<file path="config.mk">
export PLATFORM = sky130hd
export DESIGN_NAME = privileged_enclave_op_gate
export DESIGN_NICKNAME = d
export VERILOG_FILES = /design/src/enclave_gate_pkg.sv /design/src/gate_regs_if.sv /design/src/privileged_enclave_op_gate.sv /design/src/gate_apb_regs.sv
export SDC_FILE = /design/constraint.sdc
export NUM_CORES = 1
export LEC_CHECK = 0
export BUFFER_PORTS_ARGS = -buffer_cell sky130_fd_sc_hd__buf_2
export CAP_MARGIN = 20
export CORE_ASPECT_RATIO = 0.5
export CORE_MARGIN = 5
export CORE_UTILIZATION = 40
export DETAILED_ROUTE_END_ITERATION = 10
export PLACE_DENSITY = 0.71
export REMOVE_ABC_BUFFERS = 1
export SLEW_MARGIN = 20
export SYNTH_ARGS = -nofsm -noshare
export SYNTH_HDL_FRONTEND = slang
export SYNTH_SLANG_ARGS = --single-unit
</file>
<file path="constraint.sdc">
create_clock -name ref_clk -period 2.8 [get_ports ref_clk]
set_input_delay 0.14 -clock ref_clk [delete_from_list [all_inputs] [get_ports ref_clk]]
set_output_delay 0.14 -clock ref_clk [all_outputs]
set_load 0.02 [all_outputs]
</file>
<file path="src/enclave_gate_pkg.sv">
// Constants and types shared by the privileged enclave operation gate.
package enclave_gate_pkg;

  // Opcode bytes of the privileged enclave operation.
  localparam logic [7:0] OP_ESCAPE = 8'h0F;
  localparam logic [7:0] OP_GROUP  = 8'h01;
  localparam logic [7:0] OP_LEAF   = 8'hCF;

  // Prefix vector bit positions.
  localparam int PFX_LOCK   = 0;
  localparam int PFX_OSIZE  = 1;
  localparam int PFX_REP    = 2;
  localparam int PFX_VEX    = 3;
  localparam int PFX_SEG    = 4;
  localparam int PFX_ASIZE  = 5;
  localparam int PFX_REGEXT = 6;
  localparam int PFX_W      = 7;

  // Prefixes that fault, and prefixes that are dropped before any check.
  localparam logic [PFX_W-1:0] PFX_FAULT_MASK  = 7'h0F;
  localparam logic [PFX_W-1:0] PFX_IGNORE_MASK = 7'h70;

  // Capability word bit that advertises version 1 enclave support.
  localparam int CAP_V1_BIT = 0;

  // Leaf select width and the exit bitmap layout.
  localparam int          LEAF_W        = 32;
  localparam logic [31:0] LEAF_LAST_OWN = 32'h0000003E;
  localparam logic [5:0]  BITMAP_SHARED = 6'h3F;

  // Data segment type field: bit 3 clear marks data, bit 2 expand-down.
  localparam int SEG_CODE_BIT = 3;
  localparam int SEG_EXPD_BIT = 2;

  // Most privileged level.
  localparam logic [1:0] PRIV_TOP = 2'h0;

  // Error code pushed with the protection fault.
  localparam logic [15:0] GP_ERR_CODE = 16'h0000;

  // Register map, byte addresses.
  localparam logic [11:0] REG_LEAF_LIMIT = 12'h000;
  localparam logic [11:0] REG_CTRL       = 12'h004;
  localparam logic [11:0] REG_LAST       = 12'h008;
  localparam logic [11:0] REG_CNT_DISP   = 12'h00C;
  localparam logic [11:0] REG_CNT_FAULT  = 12'h010;
  localparam logic [11:0] REG_CNT_EXIT   = 12'h014;
  localparam logic [11:0] REG_CNT_ABORT  = 12'h018;

  // Field positions.
  localparam int CTRL_CLR_BIT   = 0;
  localparam int LAST_KIND_LSB  = 0;
  localparam int LAST_WIDE_BIT  = 4;
  localparam int LAST_LEAF_LSB  = 8;

  // Reset value of the defined-leaf count.
  localparam logic [31:0] LEAF_LIMIT_RST = 32'h00000012;

  typedef enum logic [2:0] {
    RES_NONE,
    RES_ABORT,
    RES_UD,
    RES_EXIT,
    RES_GP,
    RES_DISPATCH
  } result_kind_e;

endpackage

</file>
<file path="src/gate_regs_if.sv">
// Signals between the gate core and its register file.
`timescale 1ns/1ps
interface gate_regs_if #(parameter int CNT_W = 16);
  import enclave_gate_pkg::*;
  logic [31:0]      leafLimit;
  logic             clearCounts;
  result_kind_e     lastKind;
  logic             lastWide;
  logic [7:0]       lastLeaf;
  logic [CNT_W-1:0] cntDispatch;
  logic [CNT_W-1:0] cntFault;
  logic [CNT_W-1:0] cntExit;
  logic [CNT_W-1:0] cntAbort;

  modport core (
    input  leafLimit, clearCounts,
    output lastKind, lastWide, lastLeaf,
    output cntDispatch, cntFault, cntExit, cntAbort
  );
  modport regs (
    output leafLimit, clearCounts,
    input  lastKind, lastWide, lastLeaf,
    input  cntDispatch, cntFault, cntExit, cntAbort
  );
endinterface

</file>
<file path="src/privileged_enclave_op_gate.sv">
// Pre-dispatch check gate of the privileged enclave operation.
`timescale 1ns/1ps

// What this block does
// - Recognise no-prefix 0F 01 CF escape opcode.
// - Leaf from low 32 accumulator bits.
// - Active transaction aborts before all checks.
// - Invalid opcode: no protection, v8086, management.
// - Invalid opcode when version-1 capability clear.
// - Invalid opcode when privilege level above 0.
// - Invalid opcode on lock/osize/rep/vex prefix.
// - Guest leaf exit via per-leaf bitmap.
// - Protection fault zero when lock/enable clear.
// - Protection fault: undefined leaf, then no paging.
// - Protection fault on expand-down data segment outside 64-bit mode.
// - Width 32 or 64 by mode; data segment.
// - Ignore segment, address-size, register-extension prefixes.
// - Dispatch to leaf only when all pass.
// - Bitmap bit number equals leaf index up to leaf 62; higher leaves use bit 63.
module privileged_enclave_op_gate
  import enclave_gate_pkg::*;
#(
  parameter int CNT_W = 16
) (
  // The register bus shares the core clock and reset.
  input  wire logic               ref_clk,          // Core clock.
  input  wire logic               sys_rst,          // Sync reset, high.
  input  wire logic               psel,             // APB select.
  input  wire logic               penable,          // APB enable.
  input  wire logic               pwrite,           // APB write.
  input  wire logic [11:0]        paddr,            // APB address.
  input  wire logic [31:0]        pwdata,           // APB write data.
  output logic      [31:0]        prdata,           // APB read data.
  output logic                    pready,           // APB ready.
  output logic                    pslverr,          // APB error.

  // The decoded instruction and the state that qualifies it come together.
  input  wire logic               instValid,        // Decoded instruction.
  input  wire logic [7:0]         opEscape,         // First opcode byte.
  input  wire logic [7:0]         opGroup,          // Second opcode byte.
  input  wire logic [7:0]         opModrm,          // Third opcode byte.
  input  wire logic [PFX_W-1:0]   prefixBits,       // Prefixes present.
  input  wire logic [63:0]        wideAccumulator,  // Full accumulator.
  input  wire logic               transactionActive, // Transaction open.
  input  wire logic               protectionEnableBit, // Protected mode.
  input  wire logic               virtual8086Flag,  // Virtual-8086 flag.
  input  wire logic               systemManagementMode, // Management mode.
  input  wire logic [31:0]        capabilityWord,   // Capability leaf word.
  input  wire logic [1:0]         currentPrivilegeLevel, // Privilege.
  input  wire logic               guestMode,        // Virtualized guest.
  input  wire logic               leafExitControl,  // Leaf exit enabled.
  input  wire logic [63:0]        leafExitBitmap,   // Per-leaf exit bits.
  input  wire logic               featureControlLock, // Feature lock.
  input  wire logic               enclaveEnableBit, // Enclave enable.
  input  wire logic               pagingEnableBit,  // Paging enabled.
  input  wire logic               longModeActive,   // Long mode active.
  input  wire logic               codeSegLong,      // Code segment long.
  input  wire logic [3:0]         dataSegType,      // Data segment type.

  // The outcome is handed to the leaf flow straight from flip-flops.
  output logic                    resultValid_q,    // Outcome pulse.
  output result_kind_e            resultKind_q,     // Outcome kind.
  output logic [15:0]             errorCode_q,      // Fault error code.
  output logic [LEAF_W-1:0]       leafIndex_q,      // Selected leaf.
  output logic                    wideMode_q,       // 64-bit widths.
  output logic                    useDataSeg_q      // Linear via data seg.
);

  gate_regs_if #(.CNT_W(CNT_W)) regsBus ();

  gate_apb_regs #(.CNT_W(CNT_W)) regFile (
    .ref_clk (ref_clk),
    .sys_rst (sys_rst),
    .psel    (psel),
    .penable (penable),
    .pwrite  (pwrite),
    .paddr   (paddr),
    .pwdata  (pwdata),
    .prdata  (prdata),
    .pready  (pready),
    .pslverr (pslverr),
    .regs    (regsBus)
  );

  // Saturating increment, so a full counter keeps its value.
  function automatic logic [CNT_W-1:0] bump(input logic [CNT_W-1:0] v);
    if (&v) begin
      bump = v;
    end else begin
      bump = v + 1'b1;
    end
  endfunction

  logic [PFX_W-1:0]  livePrefixes;
  logic              isOurOpcode;
  logic              takeInst;
  logic [LEAF_W-1:0] leafSel;
  logic              in64;
  logic              udMode;
  logic              udCap;
  logic              udPriv;
  logic              udPrefix;
  logic              exitHit;
  logic              gpEnable;
  logic              gpLeaf;
  logic              gpPaging;
  logic              gpSegment;
  result_kind_e      kindD;
  logic              hitDispatch;
  logic              hitFault;
  logic              hitExit;
  logic              hitAbort;

  // Dropped prefixes never reach the checks.
  assign livePrefixes = prefixBits & ~PFX_IGNORE_MASK;

  // Opcode match; explicit operands do not exist for this form.
  assign isOurOpcode = opEscape == OP_ESCAPE &&
                       opGroup  == OP_GROUP &&
                       opModrm  == OP_LEAF;

  assign takeInst = instValid && isOurOpcode;

  // Upper accumulator half never takes part in leaf selection.
  assign leafSel = wideAccumulator[LEAF_W-1:0];

  assign in64 = longModeActive && codeSegLong;

  assign udMode = !protectionEnableBit || virtual8086Flag ||
                  systemManagementMode;

  assign udCap = !capabilityWord[CAP_V1_BIT];

  assign udPriv = currentPrivilegeLevel > PRIV_TOP;

  assign udPrefix = |(livePrefixes & PFX_FAULT_MASK);

  // Leaves above LEAF_LAST_OWN (62) all share the top bitmap bit.
  always_comb begin
    exitHit = 1'b0;
    if (guestMode && leafExitControl) begin
      if (leafSel <= LEAF_LAST_OWN) begin
        exitHit = leafExitBitmap[leafSel[5:0]];
      end else begin
        exitHit = leafExitBitmap[BITMAP_SHARED];
      end
    end
  end

  assign gpEnable = !featureControlLock || !enclaveEnableBit;

  // Software sets the leaf limit; a leaf at or above it is undefined.
  assign gpLeaf = leafSel >= regsBus.leafLimit;

  assign gpPaging = !pagingEnableBit;

  assign gpSegment = !in64 && !dataSegType[SEG_CODE_BIT] &&
                     dataSegType[SEG_EXPD_BIT];

  // Checks are walked strictly in order; the first failure decides.
  always_comb begin
    kindD = RES_NONE;
    if (takeInst) begin
      if (transactionActive) begin
        kindD = RES_ABORT;
      end else if (udPrefix) begin
        kindD = RES_UD;
      end else if (udMode) begin
        kindD = RES_UD;
      end else if (udCap) begin
        kindD = RES_UD;
      end else if (udPriv) begin
        kindD = RES_UD;
      end else if (exitHit) begin
        kindD = RES_EXIT;
      end else if (gpEnable) begin
        kindD = RES_GP;
      end else if (gpLeaf) begin
        kindD = RES_GP;
      end else if (gpPaging) begin
        kindD = RES_GP;
      end else if (gpSegment) begin
        kindD = RES_GP;
      end else begin
        kindD = RES_DISPATCH;
      end
    end
  end

  // One decode of the outcome feeds all four counters.
  assign hitDispatch = kindD == RES_DISPATCH;

  assign hitFault = kindD == RES_UD || kindD == RES_GP;

  assign hitExit = kindD == RES_EXIT;

  assign hitAbort = kindD == RES_ABORT;

  always_ff @(posedge ref_clk) begin
    if (sys_rst) begin
      resultValid_q <= 1'b0;
    end else begin
      resultValid_q <= takeInst;
    end
  end

  always_ff @(posedge ref_clk) begin
    if (sys_rst) begin
      resultKind_q <= RES_NONE;
    end else begin
      resultKind_q <= kindD;
    end
  end

  // The protection fault always carries a zero error code.
  always_ff @(posedge ref_clk) begin
    if (sys_rst) begin
      errorCode_q <= GP_ERR_CODE;
    end else if (takeInst) begin
      errorCode_q <= GP_ERR_CODE;
    end
  end

  // Leaf and width are handed on with every outcome for the leaf flow.
  always_ff @(posedge ref_clk) begin
    if (sys_rst) begin
      leafIndex_q <= '0;
      wideMode_q  <= 1'b0;
    end else if (takeInst) begin
      leafIndex_q <= leafSel;
      wideMode_q  <= in64;
    end
  end

  // Only a dispatched leaf forms linear addresses from the data segment.
  always_ff @(posedge ref_clk) begin
    if (sys_rst) begin
      useDataSeg_q <= 1'b0;
    end else if (takeInst) begin
      useDataSeg_q <= hitDispatch;
    end
  end

  // Software can read back the outcome of the newest instruction.
  always_ff @(posedge ref_clk) begin
    if (sys_rst) begin
      regsBus.lastKind <= RES_NONE;
      regsBus.lastWide <= 1'b0;
      regsBus.lastLeaf <= 8'h00;
    end else if (takeInst) begin
      regsBus.lastKind <= kindD;
      regsBus.lastWide <= in64;
      regsBus.lastLeaf <= leafSel[7:0];
    end
  end

  // An outcome in the clearing cycle survives as a count of one.
  always_ff @(posedge ref_clk) begin
    if (sys_rst) begin
      regsBus.cntDispatch <= '0;
    end else if (hitDispatch) begin
      regsBus.cntDispatch <= regsBus.clearCounts ? CNT_W'(1) :
                             bump(regsBus.cntDispatch);
    end else if (regsBus.clearCounts) begin
      regsBus.cntDispatch <= '0;
    end
  end

  always_ff @(posedge ref_clk) begin
    if (sys_rst) begin
      regsBus.cntFault <= '0;
    end else if (hitFault) begin
      regsBus.cntFault <= regsBus.clearCounts ? CNT_W'(1) :
                          bump(regsBus.cntFault);
    end else if (regsBus.clearCounts) begin
      regsBus.cntFault <= '0;
    end
  end

  always_ff @(posedge ref_clk) begin
    if (sys_rst) begin
      regsBus.cntExit <= '0;
    end else if (hitExit) begin
      regsBus.cntExit <= regsBus.clearCounts ? CNT_W'(1) :
                         bump(regsBus.cntExit);
    end else if (regsBus.clearCounts) begin
      regsBus.cntExit <= '0;
    end
  end

  always_ff @(posedge ref_clk) begin
    if (sys_rst) begin
      regsBus.cntAbort <= '0;
    end else if (hitAbort) begin
      regsBus.cntAbort <= regsBus.clearCounts ? CNT_W'(1) :
                          bump(regsBus.cntAbort);
    end else if (regsBus.clearCounts) begin
      regsBus.cntAbort <= '0;
    end
  end

endmodule

</file>
<file path="src/gate_apb_regs.sv">
// APB register file of the privileged enclave operation gate.
`timescale 1ns/1ps
module gate_apb_regs
  import enclave_gate_pkg::*;
#(
  parameter int CNT_W = 16
) (
  input  wire logic        ref_clk,  // Core clock.
  input  wire logic        sys_rst,  // Synchronous reset, active high.
  input  wire logic        psel,     // APB select.
  input  wire logic        penable,  // APB access phase.
  input  wire logic        pwrite,   // APB write.
  input  wire logic [11:0] paddr,    // APB byte address.
  input  wire logic [31:0] pwdata,   // APB write data.
  output logic      [31:0] prdata,   // APB read data.
  output logic             pready,   // APB ready.
  output logic             pslverr,  // APB error on unmapped address.
  gate_regs_if.regs        regs      // Core side.
);

  logic setupPhase;
  logic writeTaken;
  logic mapped;
  logic [31:0] readData;

  assign setupPhase = psel && !penable;
  assign writeTaken = psel && penable && pready && pwrite;

  always_comb begin
    mapped   = 1'b1;
    readData = 32'h00000000;
    case (paddr)
      REG_LEAF_LIMIT: readData = regs.leafLimit;
      REG_CTRL:       readData = 32'h00000000;
      REG_LAST: begin
        readData[LAST_KIND_LSB +: 3] = regs.lastKind;
        readData[LAST_WIDE_BIT]      = regs.lastWide;
        readData[LAST_LEAF_LSB +: 8] = regs.lastLeaf;
      end
      REG_CNT_DISP:  readData[CNT_W-1:0] = regs.cntDispatch;
      REG_CNT_FAULT: readData[CNT_W-1:0] = regs.cntFault;
      REG_CNT_EXIT:  readData[CNT_W-1:0] = regs.cntExit;
      REG_CNT_ABORT: readData[CNT_W-1:0] = regs.cntAbort;
      default:       mapped = 1'b0;
    endcase
  end

  // Answer is prepared in the setup cycle so the access phase ends at once.
  always_ff @(posedge ref_clk) begin
    if (sys_rst) begin
      pready  <= 1'b0;
      prdata  <= 32'h00000000;
      pslverr <= 1'b0;
    end else begin
      pready  <= setupPhase;
      prdata  <= (setupPhase && !pwrite) ? readData : 32'h00000000;
      pslverr <= setupPhase && !mapped;
    end
  end

  always_ff @(posedge ref_clk) begin
    if (sys_rst) begin
      regs.leafLimit <= LEAF_LIMIT_RST;
    end else if (writeTaken && paddr == REG_LEAF_LIMIT) begin
      regs.leafLimit <= pwdata;
    end
  end

  always_ff @(posedge ref_clk) begin
    if (sys_rst) begin
      regs.clearCounts <= 1'b0;
    end else begin
      regs.clearCounts <= writeTaken && paddr == REG_CTRL &&
                          pwdata[CTRL_CLR_BIT];
    end
  end

endmodule

</file>
# Word level (Yosys, flattened, before mapping)
# Cells that the tools add are included.
# word_totals
wordCells	124
latchBits	0
ram_bits	0
regBits	180
inputBits	258
memories	0
romBits	0
out_inout_bits	88
# op_classes
addsub	4
n_reduce_logical	45
bitwise	2
magnitude_cmp	4
div	0
n_mux	34
n_mul	0
shift	0
eq_ne	18
# ops
cell	n
16-bit two-way mux	13
16-bit by 1-bit adder with 16-bit output, second input constant	4
16-bit AND reduction	4
8-bit one-hot mux with 6 select lines	1
12-bit by 5-bit equality test with 1-bit output, second input constant	3
32-bit greater-or-equal comparator	1
32-bit by 6-bit less-or-equal comparator with 1-bit output, second input constant	1
12-bit by 4-bit equality test with 1-bit output, second input constant	2
3-bit two-way mux	7
3-bit one-hot mux with 6 select lines	1
1-bit logical AND	16
3-bit one-hot mux with 5 select lines	1
12-bit by 3-bit equality test with 1-bit output, second input constant	1
12-bit zero test	1
8-bit by 1-bit equality test with 1-bit output, second input constant	1
8-bit by 4-bit equality test with 1-bit output, second input constant	1
8-bit equality test, second input constant	1
1-bit zero test	8
1-bit two-way mux	8
2-bit by 1-bit inequality test with 1-bit output, second input constant	4
2-bit AND reduction	4
2-bit nonzero test	4
6-bit by 7-bit less-than comparator with 1-bit output, second input constant	1
7-bit OR reduction	1
12 further kinds	18

# Longest topological paths before layout
# logic_depth
ltp_word	19
ltp_mapped	13

# By module
# A second synthesis with hierarchy kept.
# unflattened
cells_unflattened	1026
area_unflattened_um2	9046.2
# by_module_without_submodules
mod	seq_area_each_um2	cells_per_inst	area_each_um2	n_inst
privileged_enclave_op_gate	2102.0	699	6105.9	1
gate_apb_regs	1341.3	327	2940.3	1

# Worst setup path after synthesis
# No wires, ideal clock.
# synth_timing
path_type	flip-flop to flip-flop
start	register regFile.regs.leafLimit[4]
end	register regsBus.cntFault[5]
path_slack_ns	-0.040
t_arrival_ns	2.708
setup_ns	0.132
required_ns	2.668
stages_incl_launch_ff	13
synth_period_minus_slack_ns	2.840
n_path_buf	2
path_cell_list	dfxtp_1 inv_1 ha_1 o211a_1 a211oi_1 or4_1 a311oi_1 nor2_1 a221o_1 buf_6 buf_2 o31ai_1 a21oi_1
# synth_via
elab_chain_len	14
elab_cells_between_ends	16
# synth_lines
element	line_no	source
start, declared	gate_regs_if.sv:21	output leafLimit, clearCounts,
start signal, assigned	gate_apb_regs.sv:65	regs.leafLimit <= pwdata;
32-bit greater-or-equal comparator (*)	privileged_enclave_op_gate.sv:153	assign gpLeaf = leafSel >= regsBus.leafLimit;
1-bit two-way mux (*)	privileged_enclave_op_gate.sv:178	end else if (gpLeaf) begin
1-bit two-way mux (*)	privileged_enclave_op_gate.sv:176	end else if (gpEnable) begin
3-bit two-way mux (*)	privileged_enclave_op_gate.sv:174	end else if (exitHit) begin
3-bit two-way mux (*)	privileged_enclave_op_gate.sv:172	end else if (udPriv) begin
3-bit two-way mux (*)	privileged_enclave_op_gate.sv:170	end else if (udCap) begin
3-bit two-way mux (*)	privileged_enclave_op_gate.sv:168	end else if (udMode) begin
3-bit two-way mux (*)	privileged_enclave_op_gate.sv:166	end else if (udPrefix) begin
3-bit two-way mux (*)	privileged_enclave_op_gate.sv:164	if (transactionActive) begin
3-bit two-way mux (*)	privileged_enclave_op_gate.sv:163	if (takeInst) begin
3-bit by 2-bit equality test with 1-bit output or 3-bit equality test (tied branches)	privileged_enclave_op_gate.sv:193	assign hitFault = kindD == RES_UD || kindD == RES_GP;
1-bit logical OR (*)	privileged_enclave_op_gate.sv:193	
2-bit nonzero test (no line)	--	
2-bit AND reduction (no line)	--	
end signal, assigned	privileged_enclave_op_gate.sv:273	regsBus.cntFault <= regsBus.clearCounts ? CNT_W'(1) :
end, declared	gate_regs_if.sv:11	logic [CNT_W-1:0] cntFault;
# Every way passes the cells marked *; elsewhere a longest branch is shown, timed or not.
# A chain may end at the register's enable or synchronous reset.

# Worst setup path after layout
# layout_timing
start	register regFile.regs.leafLimit[2]
end	register regsBus.cntFault[0]
# Same word-level chain as after synthesis.

==> reports/qor.csv <==
stage;metric;value;unit
grt;grt_pass1_vias;9429;
worst_setup_path;worst_setup_path_end_kind;flop;
cells_and_area;post-route-util;56.72;%
place;port_buffers;261;
synthesis;async_flop_share;0;%
floorplanning;die_x;221.1;um
outcome;violations;setup timing;
power;irDropWorstVdd;0.0003524;V
worst_setup_path;cp.arrival;3.29;ns
worst_setup_path;cp_slowest_stage_delay;0.50;ns
worst_setup_path;critPathMaxFanout;7;
grt;grt_max_degree;65;
drt;ant_nets;0;
grt;antenna_found_initial;0;
clock_tree;cts_made_buffers;17;
floorplanning;core.rowCount;38;
timing;setup_viol;16;
clock_tree;cts_tree;done;
drt;drt_wl_total;32.21;mm
floorplanning;die_h;115.5;um
timing;layout_setup_ws;-0.1636;ns
grt;grtUsageTotal;24.07;%
clock_tree;htreeDepth;4;
synthesis;yosysSeqAreaShare;38.64;%
drt;met1_length;13.51;mm
worst_setup_path;reg2reg_depth;10;
floorplanning;start_util;40.92;%
timing;fin_worst_skew;0.009186;ns
drt;avgViaCountPerCell;5.459;
worst_hold_path;worstHoldStart;wideAccumulator[10];
run;maxCapViolCount;0;
place;gp_congestion;0.9417;
cells_and_area;areaGrowthSynthToFinish;38.60;%
timing;rsz0062_at_grt;yes;
clock_tree;clkSlewWorstSetupHoldPaths;0.07;ns
drt;wl_per_cell;18.44;um
grt;grt_pass1_wl;49.36;mm
clock_tree;clk-insertion-delay-late;0.44;ns
worst_setup_path;critPathLaunch;regFile.regs.leafLimit[2];
clock_tree;clk_path_buf_depth;2;
worst_hold_path;hp-class;in -> reg;
power;p_leak;4.943;nW
worst_setup_path;timing.rr.start;regFile.regs.leafLimit[2];
outcome;status;complete, but fails checks;
synthesis;synth_area_per_cell;8.423;um^2
synthesis;yosys.cell_types.count;68;
worst_setup_path;required;3.13;ns
worst_hold_path;whs_path_depth;3;
timing;min_period;2.964;ns
synthesis;syn_area;8911;um^2
synthesis;yosys_warnings;0;
drt;dr_wl_met3;2.109;mm
cells_and_area;final_nets;1727;
cells_and_area;drive_gt1_share;33.06;%
synthesis;ys_ff_latch;172;
drt;num_vias;9537;
timing;slew_headroom;51.34;%
clock_tree;cts_sinks;172;
timing;tightest_slew;0.7298;ns
place;dp_hpwl;24.22;mm
drt;wl_met2;15.97;mm
floorplanning;design.die.area;25540;um^2
clock_tree;cts_root_buffer;clkbuf_16;
drt;drt_iter0_drc;826;
synthesis;synth_edf_count;0;
floorplanning;pin_count;346;
drt;highest_layer;met4;
cells_and_area;final.fill_count;1962;
drt;drt-pass1-iter-count;7;
power;total_power;5.195;mW
drt;drc_errors;0;
synthesis;ys.flop_type;dfxtp_1;
worst_setup_path;worstSetupPathType;reg -> reg;
worst_setup_path;critPathLaunchType;flop;
worst_setup_path;crit_path_top_delay_cell;a221o_2;
power;p_per_area;420.6;nW/um^2
timing;fmax;337.4;MHz
timing;hold_violations;0;
timing;slew_violations;0;
synthesis;syn_inst;1058;
grt;grt.overflow.total;0;
floorplanning;core;21780;um^2
timing;period_share;105.8;%
worst_setup_path;crit_chain;inv_1, ha_1, o211a_1, a211oi_2, or4_4, a311oi_4, nor2_4, a221o_2, or4_1, o41ai_1;
## synthesized netlist by cell type, drive strengths merged, types with 24 or more instances
master / count / area, um^2
mux2i: 60 / 600.6
a21oi: 92 / 460.4
ha: 36 / 450.4
buf: 24 / 177.7
or3: 31 / 193.9
inv: 53 / 198.9
nand2: 141 / 529.3
nor2: 99 / 371.6
dfxtp: 172 / 3443
nand3: 33 / 165.2
clkbuf: 48 / 180.2
o21ai: 35 / 175.2
nor3: 27 / 135.1
## worst max-delay path, delay by kind of cell, from the launching register on
| family | cells | cell delay, ns |
|---|---|---|
| compound gates | 5 | 1.14 |
| fa+ha+maj | 1 | 0.27 |
| simple gates | 3 | 1.05 |
| flops | 1 | 0.34 |
| buf+inv | 1 | 0.05 |
## report_power, final
group          leakage [nW]  total [mW]  switching [mW]  internal (mW)
sequential             1.39        2.45        0.000425           2.45
combinational          3.30       0.530           0.260          0.269
clock                 0.253        2.22            1.05           1.17
total                  4.94        5.19            1.31           3.88
## state kept, by name (all words and copies together) (netlist names), 3 cells and up
name,count
regFile.prdata,32
regsBus.cntAbort,16
regsBus.lastKind,3
regsBus.cntFault,16
regsBus.cntDispatch,16
leafIndex_q,32
resultKind_q,3
regFile.regs.leafLimit,32
regsBus.cntExit,16
## layout by cell type (no fill, tap or decap), types with 5 or more instances in the layout
master / instances
mux2i_1: 60
clkbuf_16: 17
ha_1: 30
nor3_1: 25
nand2_1: 140
or3_1: 31
and3_1: 9
dfxtp_1: 163
nor4_1: 10
or2_2: 5
or4_1: 9
o211ai_1: 10
buf_2: 261
nand4_1: 21
xnor2_1: 9
mux2_2: 6
o2111ai_1: 6
o21ai_0: 35
dlygate4sd3_1: 38
mux4_2: 11
conb_1: 16
a22oi_1: 6
nor2_1: 94
inv_2: 6
xor2_1: 6
a221oi_1: 12
buf_4: 109
nand3_1: 33
ha_4: 6
o31ai_1: 5
nand2b_1: 6
dfxtp_2: 9
a21oi_1: 90
inv_1: 47
## final cells by class
class | instances | area [um^2] | share of cell area [%]
inverter | 53 | 198.9 | 1.611
antenna | 1 | 2.502 | 0.02026
timing repair buffer | 412 | 2554 | 20.68
multi-input combinational | 777 | 5226 | 42.32
sequential | 172 | 3455 | 27.97
clock inverter | 12 | 92.59 | 0.7497
tap | 300 | 375.4 | 3.039
clock buffer | 20 | 446.7 | 3.617
## stage by stage
step           cell area (um^2)  TNS, ns  worst slack, ns  cells  hold WS [ns]
3_5_place_dp              11100   -9.649          -0.6063   1668        0.3505
4_1_cts                   12320   -1.130         -0.09522   1746      0.001847
3_3_place_gp              11100   -6.121          -0.3980   1668        0.3459
6_report                  12350   -1.611          -0.1636   1747       0.01128
2_1_floorplan              8610   -32.98           -1.483   1001        0.2091
5_1_grt                   12350   -3.456          -0.2221   1746     0.0007624
## repair_timing
action                                  in CTS  in global routing
resized for setup                           49                 11
endpoints found under the setup margin      30                 32
pin swaps                                   23                  8
gates cloned                                 1                  0
hold endpoints to repair                    37                  0
buffers inserted                             7                  2
hold buffers                                38                  0
## worst paths after layout
kind                                       endpoint  slack [ns]
worst min-delay path                leafIndex_q[10]        0.01
worst min register to register         useDataSeg_q        0.45
worst max register to register  regsBus.cntFault[0]       -0.16
worst max-delay path            regsBus.cntFault[0]       -0.16
## metal layers
layer  global-route usage (%)  vias up
met5                        0        -
met4                    6.647        0
met3                    5.239       54
met2                    43.27      344
met1                    29.73     4602
li1                         -     4537
## kinds of logic after synthesis
kind of cell	after synthesis	synth area share (%)
simple gates	423	22.77
fa+ha+maj	36	5.055
xor+xnor	15	1.474
buf+inv	125	6.248
other cells	1	0.04208
compound gates	207	14.90
mux	79	10.87
flops	172	38.64
No activity file was read; power rests on OpenSTA's default activity.
